==> src/hdl/pcs_pkg.sv <==
// Package of constants and carrier types for the program counter and stack block.
package pcs_pkg;

	// ==========================================================
	// Widths and layout
	localparam int PC_W         = 13;
	localparam int STACK_DEPTH  = 8;
	localparam int SP_W         = 3;
	localparam int ADDR_FIELD_W = 11;
	localparam int LATCH_LO_W   = 5;
	localparam int DADDR_W      = 9;
	localparam int JUMP_HI_LSB  = 3;

	// ==========================================================
	// AXI4-Lite register offsets
	localparam logic [7:0] PC_LOW_BYTE_OFF  = 8'h00;
	localparam logic [7:0] PC_HIGH_LATCH_OFF = 8'h04;
	localparam logic [7:0] FILE_SELECT_OFF  = 8'h08;
	localparam logic [7:0] PC_FULL_OFF      = 8'h0c;
	localparam logic [7:0] STACK_PTR_OFF    = 8'h10;

	// ==========================================================
	// Reset values and fixed answers
	localparam logic [PC_W-1:0] PC_RESET    = 13'h0000;
	localparam logic [7:0]      LATCH_RESET = 8'h00;
	localparam logic [7:0]      FSEL_RESET  = 8'h00;
	localparam logic [SP_W-1:0] SP_RESET    = 3'h0;
	localparam logic [7:0]      INDIRECT_ADDR = 8'h00;
	localparam logic [7:0]      INDIRECT_READ = 8'h00;
	localparam logic [1:0]      RESP_OKAY   = 2'h0;
	localparam logic [1:0]      RESP_SLVERR = 2'h2;

	// ==========================================================
	// Program-flow command from the decoder
	typedef enum logic [2:0] {
		PCS_INC,
		PCS_HOLD,
		PCS_JUMP,
		PCS_CALL,
		PCS_RETURN,
		PCS_VECTOR
	} pcs_op_type;

	typedef struct packed {
		pcs_op_type             op;
		logic [ADDR_FIELD_W-1:0] target;
		logic [PC_W-1:0]        vector;
		logic                   low_wr;
		logic [7:0]             low_data;
	} pcs_flow_type;

	typedef struct packed {
		logic       bank;
		logic       rd;
		logic       wr;
		logic [7:0] wdata;
	} pcs_ind_type;

endpackage

==> src/hdl/pcs_core.sv <==
// Program counter, circular return stack and indirect addressing logic.
`timescale 1ns/10ps
`default_nettype none

module pcs_core
	import pcs_pkg::*;
(
	input  wire logic                clock,
	input  wire logic                nrst,
	input  wire logic                clk_en,
	input  wire pcs_flow_type        flow,
	input  wire pcs_ind_type         ind,
	input  wire logic [7:0]          ind_mem_rdata,
	output var  logic [PC_W-1:0]     pc,
	output var  logic [DADDR_W-1:0]  ind_addr,
	output var  logic                ind_mem_wr,
	output var  logic [7:0]          ind_mem_wdata,
	output var  logic [7:0]          ind_rdata,
	input  wire logic [7:0]          s_axi_awaddr,
	input  wire logic                s_axi_awvalid,
	output var  logic                s_axi_awready,
	input  wire logic [31:0]         s_axi_wdata,
	input  wire logic [3:0]          s_axi_wstrb,
	input  wire logic                s_axi_wvalid,
	output var  logic                s_axi_wready,
	output var  logic [1:0]          s_axi_bresp,
	output var  logic                s_axi_bvalid,
	input  wire logic                s_axi_bready,
	input  wire logic [7:0]          s_axi_araddr,
	input  wire logic                s_axi_arvalid,
	output var  logic                s_axi_arready,
	output var  logic [31:0]         s_axi_rdata,
	output var  logic [1:0]          s_axi_rresp,
	output var  logic                s_axi_rvalid,
	input  wire logic                s_axi_rready
);

	// ==========================================================
	// State
	logic [PC_W-1:0] pc_q;
	logic [PC_W-1:0] pc_d;
	logic [7:0]      latch_q;
	logic [7:0]      fsel_q;
	logic [SP_W-1:0] sp_q;
	logic [SP_W-1:0] sp_d;
	logic [PC_W-1:0] stack_q [STACK_DEPTH];

	// ==========================================================
	// AXI4-Lite write path
	logic            aw_got_q;
	logic            w_got_q;
	logic [7:0]      aw_q;
	logic [31:0]     wd_q;
	logic [3:0]      ws_q;
	wire             aw_take  = s_axi_awvalid & s_axi_awready;
	wire             w_take   = s_axi_wvalid & s_axi_wready;
	wire             wr_fire  = aw_got_q & w_got_q & ~s_axi_bvalid;
	wire             wr_low   = wr_fire & (aw_q == PC_LOW_BYTE_OFF) & ws_q[0];
	wire             wr_latch = wr_fire & (aw_q == PC_HIGH_LATCH_OFF) & ws_q[0];
	wire             wr_fsel  = wr_fire & (aw_q == FILE_SELECT_OFF) & ws_q[0];
	wire             wr_map   = (aw_q == PC_LOW_BYTE_OFF) |
	                            (aw_q == PC_HIGH_LATCH_OFF) |
	                            (aw_q == FILE_SELECT_OFF);
	// Next-cycle occupancy, so the ready outputs can come from flops.
	wire             aw_held  = ~wr_fire & (aw_got_q | aw_take);
	wire             w_held   = ~wr_fire & (w_got_q | w_take);
	wire             b_busy   = wr_fire | (s_axi_bvalid & ~s_axi_bready);

	// ==========================================================
	// Program counter next value
	wire             any_low  = flow.low_wr | wr_low;
	wire [7:0]       low_val  = flow.low_wr ? flow.low_data : wd_q[7:0];
	wire [PC_W-1:0]  pc_inc   = pc_q + 13'h0001;
	wire [PC_W-1:0]  pc_jump  = {latch_q[LATCH_LO_W-1:JUMP_HI_LSB],
	                             flow.target};
	wire [PC_W-1:0]  pc_lowld = {latch_q[LATCH_LO_W-1:0], low_val};
	wire [SP_W-1:0]  sp_dec   = sp_q - 3'h1;
	wire [PC_W-1:0]  pop_val  = stack_q[sp_dec];
	wire             do_push  = clk_en & ((flow.op == PCS_CALL) |
	                            (flow.op == PCS_VECTOR));
	wire [PC_W-1:0]  push_val = pc_inc;

	always_comb begin
		pc_d = pc_q;
		sp_d = sp_q;
		unique case (flow.op)
			PCS_INC:    pc_d = pc_inc;
			PCS_HOLD:   pc_d = pc_q;
			PCS_JUMP:   pc_d = pc_jump;
			PCS_CALL: begin
				pc_d = pc_jump;
				sp_d = sp_q + 3'h1;
			end
			PCS_RETURN: begin
				pc_d = pop_val;
				sp_d = sp_dec;
			end
			PCS_VECTOR: begin
				pc_d = flow.vector;
				sp_d = sp_q + 3'h1;
			end
			default:    pc_d = pc_q;
		endcase
		if (any_low) begin
			pc_d = pc_lowld;
		end
	end

	always_ff @(posedge clock or negedge nrst) begin
		if (!nrst) begin
			pc_q <= PC_RESET;
			sp_q <= SP_RESET;
		end else if (clk_en) begin
			pc_q <= pc_d;
			sp_q <= sp_d;
		end
	end

	// Stack storage is a private array with no bus or data-space path.
	always_ff @(posedge clock or negedge nrst) begin
		if (!nrst) begin
			for (int i = 0; i < STACK_DEPTH; i++) begin
				stack_q[i] <= PC_RESET;
			end
		end else if (do_push) begin
			stack_q[sp_q] <= push_val;
		end
	end

	// The latch changes only on a bus write, never on push or pop.
	always_ff @(posedge clock or negedge nrst) begin
		if (!nrst) begin
			latch_q <= LATCH_RESET;
			fsel_q  <= FSEL_RESET;
		end else if (clk_en) begin
			if (wr_latch) begin
				latch_q <= {3'h0, wd_q[LATCH_LO_W-1:0]};
			end
			if (wr_fsel) begin
				fsel_q <= wd_q[7:0];
			end
		end
	end

	// ==========================================================
	// Indirect addressing
	wire             self_sel = (fsel_q == INDIRECT_ADDR);
	wire [DADDR_W-1:0] eff_addr = {ind.bank, fsel_q};

	always_ff @(posedge clock or negedge nrst) begin
		if (!nrst) begin
			ind_addr      <= '0;
			ind_mem_wr    <= 1'b0;
			ind_mem_wdata <= 8'h00;
			ind_rdata     <= 8'h00;
		end else if (clk_en) begin
			ind_addr      <= eff_addr;
			ind_mem_wr    <= ind.wr & ~self_sel;
			ind_mem_wdata <= ind.wdata;
			ind_rdata     <= self_sel ? INDIRECT_READ
			                          : ind_mem_rdata;
		end
	end

	always_ff @(posedge clock or negedge nrst) begin
		if (!nrst) begin
			aw_got_q      <= 1'b0;
			w_got_q       <= 1'b0;
			aw_q          <= 8'h00;
			wd_q          <= 32'h0000_0000;
			ws_q          <= 4'h0;
			s_axi_bvalid  <= 1'b0;
			s_axi_bresp   <= RESP_OKAY;
			s_axi_awready <= 1'b1;
			s_axi_wready  <= 1'b1;
		end else if (clk_en) begin
			s_axi_awready <= ~aw_held & ~b_busy;
			s_axi_wready  <= ~w_held & ~b_busy;
			if (aw_take) begin
				aw_got_q <= 1'b1;
				aw_q     <= s_axi_awaddr;
			end
			if (w_take) begin
				w_got_q <= 1'b1;
				wd_q    <= s_axi_wdata;
				ws_q    <= s_axi_wstrb;
			end
			if (wr_fire) begin
				aw_got_q     <= 1'b0;
				w_got_q      <= 1'b0;
				s_axi_bvalid <= 1'b1;
				s_axi_bresp  <= wr_map ? RESP_OKAY : RESP_SLVERR;
			end else if (s_axi_bvalid & s_axi_bready) begin
				s_axi_bvalid <= 1'b0;
			end
		end
	end

	// ==========================================================
	// AXI4-Lite read path
	logic [31:0]     rd_mux;
	logic            rd_ok;
	always_comb begin
		rd_ok = 1'b1;
		unique case (s_axi_araddr)
			PC_LOW_BYTE_OFF:   rd_mux = {24'h0, pc_q[7:0]};
			PC_HIGH_LATCH_OFF: rd_mux = {24'h0, latch_q};
			FILE_SELECT_OFF:   rd_mux = {24'h0, fsel_q};
			PC_FULL_OFF:       rd_mux = {19'h0, pc_q};
			default: begin
				rd_mux = 32'h0000_0000;
				rd_ok  = 1'b0;
			end
		endcase
	end

	wire             r_busy   = (s_axi_arvalid & s_axi_arready) |
	                            (s_axi_rvalid & ~s_axi_rready);

	always_ff @(posedge clock or negedge nrst) begin
		if (!nrst) begin
			s_axi_rvalid <= 1'b0;
			s_axi_rdata  <= 32'h0000_0000;
			s_axi_rresp  <= RESP_OKAY;
			s_axi_arready <= 1'b1;
		end else if (clk_en) begin
			s_axi_arready <= ~r_busy;
			if (s_axi_arvalid & s_axi_arready) begin
				s_axi_rvalid <= 1'b1;
				s_axi_rdata  <= rd_mux;
				s_axi_rresp  <= rd_ok ? RESP_OKAY : RESP_SLVERR;
			end else if (s_axi_rvalid & s_axi_rready) begin
				s_axi_rvalid <= 1'b0;
			end
		end
	end

	assign pc = pc_q;
endmodule

`default_nettype wire

==> config.mk <==
export PLATFORM = sky130hd
export DESIGN_NAME = pcs_core
export DESIGN_NICKNAME = d
export VERILOG_FILES = /design/src/hdl/pcs_pkg.sv /design/src/hdl/pcs_core.sv
export SDC_FILE = /design/constraint.sdc
export NUM_CORES = 1
export LEC_CHECK = 0
export BUFFER_PORTS_ARGS = -buffer_cell sky130_fd_sc_hd__buf_2
export CORE_UTILIZATION = 50
export CTS_CLUSTER_DIAMETER = 80
export DETAILED_ROUTE_END_ITERATION = 7
export PLACE_DENSITY = 0.77
export SETUP_SLACK_MARGIN = 0.3
export SLEW_MARGIN = 20
export SYNTH_ARGS = -nofsm -noshare
export SYNTH_HDL_FRONTEND = slang
export SYNTH_SLANG_ARGS = --single-unit
==> constraint.sdc <==
create_clock -name clock -period 2.5 [get_ports clock]
set_clock_uncertainty 0.1 [all_clocks]
set_input_delay 0.375 -clock clock [delete_from_list [all_inputs] [get_ports clock]]
set_output_delay 0.375 -clock clock [all_outputs]
set_load 0.02 [all_outputs]
==> flow_metrics.env, run 1 <==
export IMPL_die_x_um=141.3
export IMPL_status="complete, no violations"
export IMPL_ys_seq_area_share_pct=51.08
export IMPL_synth_top_flop_cell="dfrtp_1"
export IMPL_grt_usage_pct=26.25
export IMPL_ys_types=71
export IMPL_synth_seq_cells=198
export IMPL_globalplace_congestion=0.9164
export IMPL_rsz0062_at_grt="yes"
export IMPL_wl_per_cell_um=18.77
export IMPL_dieHeight_um=141.3
export IMPL_post_route_cells_drive_above_1_share_pct=33.82
export IMPL_worstSetupPathType="reg2reg"
export IMPL_period_needed_ns=2.216
export IMPL_syn_to_final_growth_pct=19.86
export IMPL_core_rowCount=50
export IMPL_cp_required_ns=2.71
export IMPL_syn_cell_area_um2=9707
export IMPL_firstDrtPassIters=5
export IMPL_postLayoutSetupSlackWorst_ns=0.2836
export IMPL_antenna_left=0
export IMPL_clockBufferDepth=2
export IMPL_postSynthCellCount=902
export IMPL_arrival_ns=2.42
export IMPL_cts_htree_levels=4
export IMPL_viasPerCell=5.650
export IMPL_start_kind="flip-flop"
export IMPL_drcViolationCount=0
export IMPL_grt_pass1_vias=7394
export IMPL_clkLatencyLatePin_ns=0.43
export IMPL_finalSetupViolations=0
export IMPL_cts_tree="done"
export IMPL_drt_iter0_markers=547
export IMPL_dieArea_um2=19970
export IMPL_vdd_ir_drop_max_mv=0.5866
export IMPL_portBuffers=145
export IMPL_cts_root_buffer="clkbuf_16"
export IMPL_max_slew_margin_pct=52.70
export IMPL_post_dp_hpwl_mm=18.23
export IMPL_worstPathMaxFanout=4
export IMPL_cp_end_kind="flip-flop"
export IMPL_leakage_nw=5.358
export IMPL_fin_setup_tns_ns=0
export IMPL_finalWirelength_mm=25.30
export IMPL_final_max_slew_viol_count=0
export IMPL_grt_max_degree=69
export IMPL_nets=1190
export IMPL_fmax_mhz=451.2
export IMPL_cts_buffers_inserted=17
export IMPL_min_from="ind_mem_rdata[1]"
export IMPL_reg2reg_from="sp_q[0]"
export IMPL_antenna_found_initial=4
export IMPL_ioPinCount=195
export IMPL_maxCapViolations=0
export IMPL_yosysWarnings=0
export IMPL_clkTransAtPathRegs_ns=0.07
export IMPL_final_common_cell="dfrtp_1"
export IMPL_overflow=0
export IMPL_clock_sinks=198
export IMPL_grt_pass1_wl_mm=39.92
export IMPL_startpoint="sp_q[0]"
export IMPL_finalCritPeriodShare_pct=88.65
export IMPL_synth_avg_cell_area_um2=10.76
export IMPL_finalHoldViolations=0
export IMPL_powerDensity_nw_per_um2=1119
export IMPL_vias=7616
export IMPL_async_reset_ff_share_pct=100.0
export IMPL_layout_common_cells="dfrtp_1 (194), buf_2 (144), nor2_1 (111), a21oi_1 (95), nand2_1 (70)"
export IMPL_synth_edf_count=0
export IMPL_start_util_pct=51.38
export IMPL_core_um2=18890
export IMPL_worst_pin_slew_ns=0.7044
export IMPL_worstHoldPathType="in2reg"
export IMPL_pre_cts_slack_ns=0.1429
==> layer usage <==
layer  track usage (%)  wire (um)  part of all wire, %  vias up
li1                  -          -                    -     3528
met3             5.569       1840                  7.3       35
met4             7.666        448                  1.8        2
met2             40.96      12160                   48      338
met1             37.16      10850                   43     3713
met5                 0          8                0.032        -
==> sequential cells by signal, indices dropped and copies added, names as in the netlist <==
| register | cells |
|---|---|
| s_axi_arready | 1 |
| ws_q | 1 |
| s_axi_bresp | 1 |
| s_axi_rvalid | 1 |
| ind_mem_wdata | 8 |
| aw_got_q | 1 |
| wd_q | 8 |
| ind_addr | 9 |
| aw_q | 8 |
| s_axi_awready | 1 |
| fsel_q | 8 |
| w_got_q | 1 |
| s_axi_rdata | 13 |
| s_axi_bvalid | 1 |
| ind_rdata | 8 |
| pc | 13 |
| sp_q | 3 |
| stack_q | 104 |
| ind_mem_wr | 1 |
| latch_q | 5 |
| s_axi_wready | 1 |
| s_axi_rresp | 1 |
==> kinds of logic (layout without fill, tap and decap cells) <==
kind of cell / after synthesis / in the layout / share of synthesized area, %
simple gates: 261 / 261 / 12.55
compound gates: 218 / 218 / 14.01
flops: 198 / 198 / 51.08
mux: 107 / 107 / 15.04
buf+inv: 98 / 261 / 5.169
xor+xnor: 16 / 16 / 1.714
fa+ha+maj: 3 / 3 / 0.3867
other cells: 1 / 24 / 0.03863
==> through the flow <==
step | instance area, um2 | std cells | total power [mW] | hold WS [ns] | util (%)
after floorplan | 9817 | 922 | 8.561 | -0.02059 | -
after global placement | 10910 | 1303 | 9.893 | 0.3303 | 57.77
after detailed placement | 10910 | 1303 | 10.12 | 0.3346 | 57.77
after CTS | 11550 | 1341 | 12.93 | 0.02949 | 61.13
after global routing | 11630 | 1347 | 13.77 | 0.03478 | 61.57
final | 11630 | 1348 | 13.02 | 0.04293 | 61.58
==> cell usage after synthesis (all sizes together), types with 4 or more instances <==
| master | count | area, um2 |
|---|---|---|
| and2 | 5 | 31.28 |
| dfrtp | 195 | 4880 |
| a211oi | 6 | 45.04 |
| a31oi | 10 | 62.56 |
| nand2 | 70 | 262.8 |
| nand3 | 16 | 80.08 |
| mux4 | 24 | 540.5 |
| mux2i | 15 | 150.1 |
| mux2 | 68 | 769.5 |
| nand4 | 8 | 80.08 |
| nor2 | 114 | 427.9 |
| buf | 56 | 344.1 |
| nand2b | 6 | 37.54 |
| xnor2 | 7 | 61.31 |
| o21ai | 49 | 275.3 |
| o31ai | 7 | 52.55 |
| a22o | 6 | 52.55 |
| nor3b | 8 | 60.06 |
| a221oi | 6 | 52.55 |
| o211ai | 4 | 30.03 |
| inv | 21 | 78.83 |
| nor4 | 6 | 37.54 |
| nor3 | 9 | 50.05 |
| a21oi | 95 | 475.5 |
| a22oi | 4 | 30.03 |
| o22ai | 4 | 25.02 |
| xor2 | 9 | 105.1 |
| clkbuf | 21 | 78.83 |
==> what timing repair did <==
item,4_1_cts,5_1_grt
setup endpoints to repair,8,32
buffers inserted,5,4
hold buffers,1,0
endpoints found under the hold margin,63,0
resized for setup,3,10
pin swaps,5,6
==> worst max-delay path, cell delays in order, from the launching register on <==
cell and delay (ns):
dfrtp_2 0.44, inv_4 0.08, ha_4 0.16, xor2_4 0.24
mux4_2 0.53, mux2_4 0.29, mux2i_4 0.15, o22ai_1 0.10
==> area by class of cell <==
cell class,count,area [um2]
Fill cell,1553,7258
Sequential cell,198,4960
Multi-Input combinational cell,626,4409
Timing Repair Buffer,208,1280
Clock buffer,20,456.7
Tap cell,260,325.3
Clock inverter,12,115.1
Inverter,21,81.33
Antenna cell,3,7.507
==> final timing paths <==
path	end	slack (ns)	cells past startpoint
worst min register to register	s_axi_rdata[1]	0.37	2
worst max register to register	pc[1]	0.28	7
worst max-delay path	pc[1]	0.28	7
min in group asynchronous	stack_q[94]	0.41	2
max in group asynchronous	stack_q[33]	1.10	3
worst min-delay path	ind_rdata[1]	0.04	3
==> power by group <==
group / internal [mW] / total, mW / switching, mW
Clock: 1.45 / 2.69 / 1.25
Combinational: 2.49 / 5.16 / 2.68
Sequential: 4.36 / 5.16 / 0.801
Total: 8.29 / 13.0 / 4.73
Note: power is estimated with default switching activity, not from simulation.
==> run 2: changes to the inputs <==
- PLACE_DENSITY: 0.77 -> 0.76
==> flow_metrics.env, run 2 (same netlist as run 1, synthesis figures left out) <==
export IMPL_die_x_um=141.3
export IMPL_pre_cts_slack_ns=0.1965
export IMPL_nets=1195
export IMPL_arrival_ns=2.42
export IMPL_status="complete, no violations"
export IMPL_swShare_pct=36.47
export IMPL_antenna_found_initial=2
export IMPL_layout_common_cells="dfrtp_1 (193), buf_2 (144), nor2_1 (113), a21oi_1 (94), nand2_1 (70)"
export IMPL_grt_usage_pct=26.09
export IMPL_start_util_pct=51.38
export IMPL_finalWirelength_mm=25.42
export IMPL_cp_end_kind="flip-flop"
export IMPL_finalCritPeriodShare_pct=88.17
export IMPL_globalplace_congestion=0.8589
export IMPL_final_common_cell="dfrtp_1"
export IMPL_viasPerCell=5.687
export IMPL_worst_pin_slew_ns=0.7471
export IMPL_fmax_mhz=453.7
export IMPL_top_register="stack_q"
export IMPL_max_slew_margin_pct=49.84
export IMPL_cp_required_ns=2.72
export IMPL_core_um2=18890
export IMPL_clkTransAtPathRegs_ns=0.07
export IMPL_power_internal_mw=8.305
export IMPL_worstHoldPathType="in2reg"
export IMPL_worstSetupPathType="reg2reg"
export IMPL_dp_cells=1303
export IMPL_cts_root_buffer="clkbuf_16"
export IMPL_core_rowCount=50
export IMPL_worstPathMaxFanout=4
export IMPL_largest_reg_flops=104
export IMPL_leakage_nw=5.376
export IMPL_p_switching_mw=4.767
export IMPL_grt_pass1_vias=7414
export IMPL_clkLatencyLatePin_ns=0.44
export IMPL_ioPinCount=195
export IMPL_seq_power_share_pct=39.4
export IMPL_grt_pass1_wl_mm=39.63
export IMPL_dieArea_um2=19970
export IMPL_post_route_cells_drive_above_1_share_pct=34.31
export IMPL_antenna_left=0
export IMPL_cts_tree="done"
export IMPL_wl_per_cell_um=18.80
export IMPL_period_needed_ns=2.204
export IMPL_vias=7689
export IMPL_finalSetupViolations=0
export IMPL_clock_sinks=198
export IMPL_start_kind="flip-flop"
export IMPL_final_max_slew_viol_count=0
export IMPL_cts_htree_levels=4
export IMPL_p_clk_share_pct=20.7
export IMPL_post_dp_hpwl_mm=18.03
export IMPL_dieHeight_um=141.3
export IMPL_vdd_ir_drop_max_mv=0.9186
export IMPL_clockBufferDepth=2
export IMPL_firstDrtPassIters=6
export IMPL_cts_buffers_inserted=17
export IMPL_postLayoutSetupSlackWorst_ns=0.2957
export IMPL_portBuffers=145
export IMPL_drcViolationCount=0
export IMPL_p_comb_share_pct=39.9
export IMPL_layout_cells_non_filler=1352
export IMPL_powerDensity_nw_per_um2=1122
export IMPL_fin_setup_tns_ns=0
export IMPL_rsz0062_at_grt="yes"
export IMPL_drt_iter0_markers=600
export IMPL_finalHoldViolations=0
export IMPL_syn_to_final_growth_pct=20.07
export IMPL_grt_max_degree=66
export IMPL_overflow=0
export IMPL_maxCapViolations=0
## run 2: repair_timing
item,4_1_cts,5_1_grt
hold buffers,1,0
gates resized for setup,5,9
pin swaps,2,7
buffers inserted,8,6
gates cloned,0,0
setup endpoints to repair,5,25
endpoints found under the hold margin,43,0
## run 2: path summary, 6_finish.rpt
path / start / endpoint / slack, ns / cells past startpoint
max: sp_q[1] / pc[1] / 0.30 / 7
min: ind_mem_rdata[3] / ind_rdata[3] / 0.03 / 3
max reg2reg: sp_q[1] / pc[1] / 0.30 / 7
min reg2reg: s_axi_rdata[6] / s_axi_rdata[6] / 0.37 / 2
max in group asynchronous: nrst / s_axi_wready / 1.27 / 3
min in group asynchronous: nrst / stack_q[84] / 0.33 / 2
## run 2: worst max-delay path, cell delays in order, from the launching register on
cell and delay [ns]:
dfrtp_1 0.40, inv_2 0.09, ha_4 0.18, xor2_4 0.22, mux4_2 0.54, mux2_4 0.28, mux2i_2 0.17, o22ai_1 0.10
## run 2: layout make-up
class / count / area (um2)
Antenna cell: 2 / 5.005
Multi-Input combinational cell: 626 / 4405
Clock inverter: 15 / 142.6
Clock buffer: 17 / 425.4
Timing Repair Buffer: 213 / 1309
Sequential cell: 198 / 4961
Inverter: 21 / 81.33
Tap cell: 260 / 325.3
Fill cell: 1542 / 7238
## run 2: routing by layer
| layer | share of wire [%] | track usage [%] | wire length [um] |
|---|---|---|---|
| met5 | 0 | 0 | 0 |
| met2 | 47 | 40.44 | 12030 |
| met4 | 2.9 | 11.27 | 741 |
| met1 | 43 | 35.69 | 11030 |
| met3 | 6.4 | 5.501 | 1618 |
## run 2: power by group through the flow
stage,sequential (mW),clock (mW),combinational [mW]
2_1_floorplan,5.08,0,3.48
3_3_place_gp,5.12,0,4.73
3_5_place_dp,5.18,0,4.85
4_1_cts,5.12,2.75,5.06
5_1_grt,5.26,2.88,5.63
6_report,5.15,2.70,5.22
## run 2: through the flow
step | util (%) | area, um2 | hold WS [ns] | power (mW)
2_1_floorplan | - | 9817 | -0.02059 | 8.561
3_3_place_gp | 57.64 | 10890 | 0.2489 | 9.847
3_5_place_dp | 57.64 | 10890 | 0.2551 | 10.04
4_1_cts | 61.13 | 11550 | 0.01983 | 12.93
5_1_grt | 61.68 | 11650 | 0.02166 | 13.77
6_report | 61.69 | 11650 | 0.03091 | 13.07
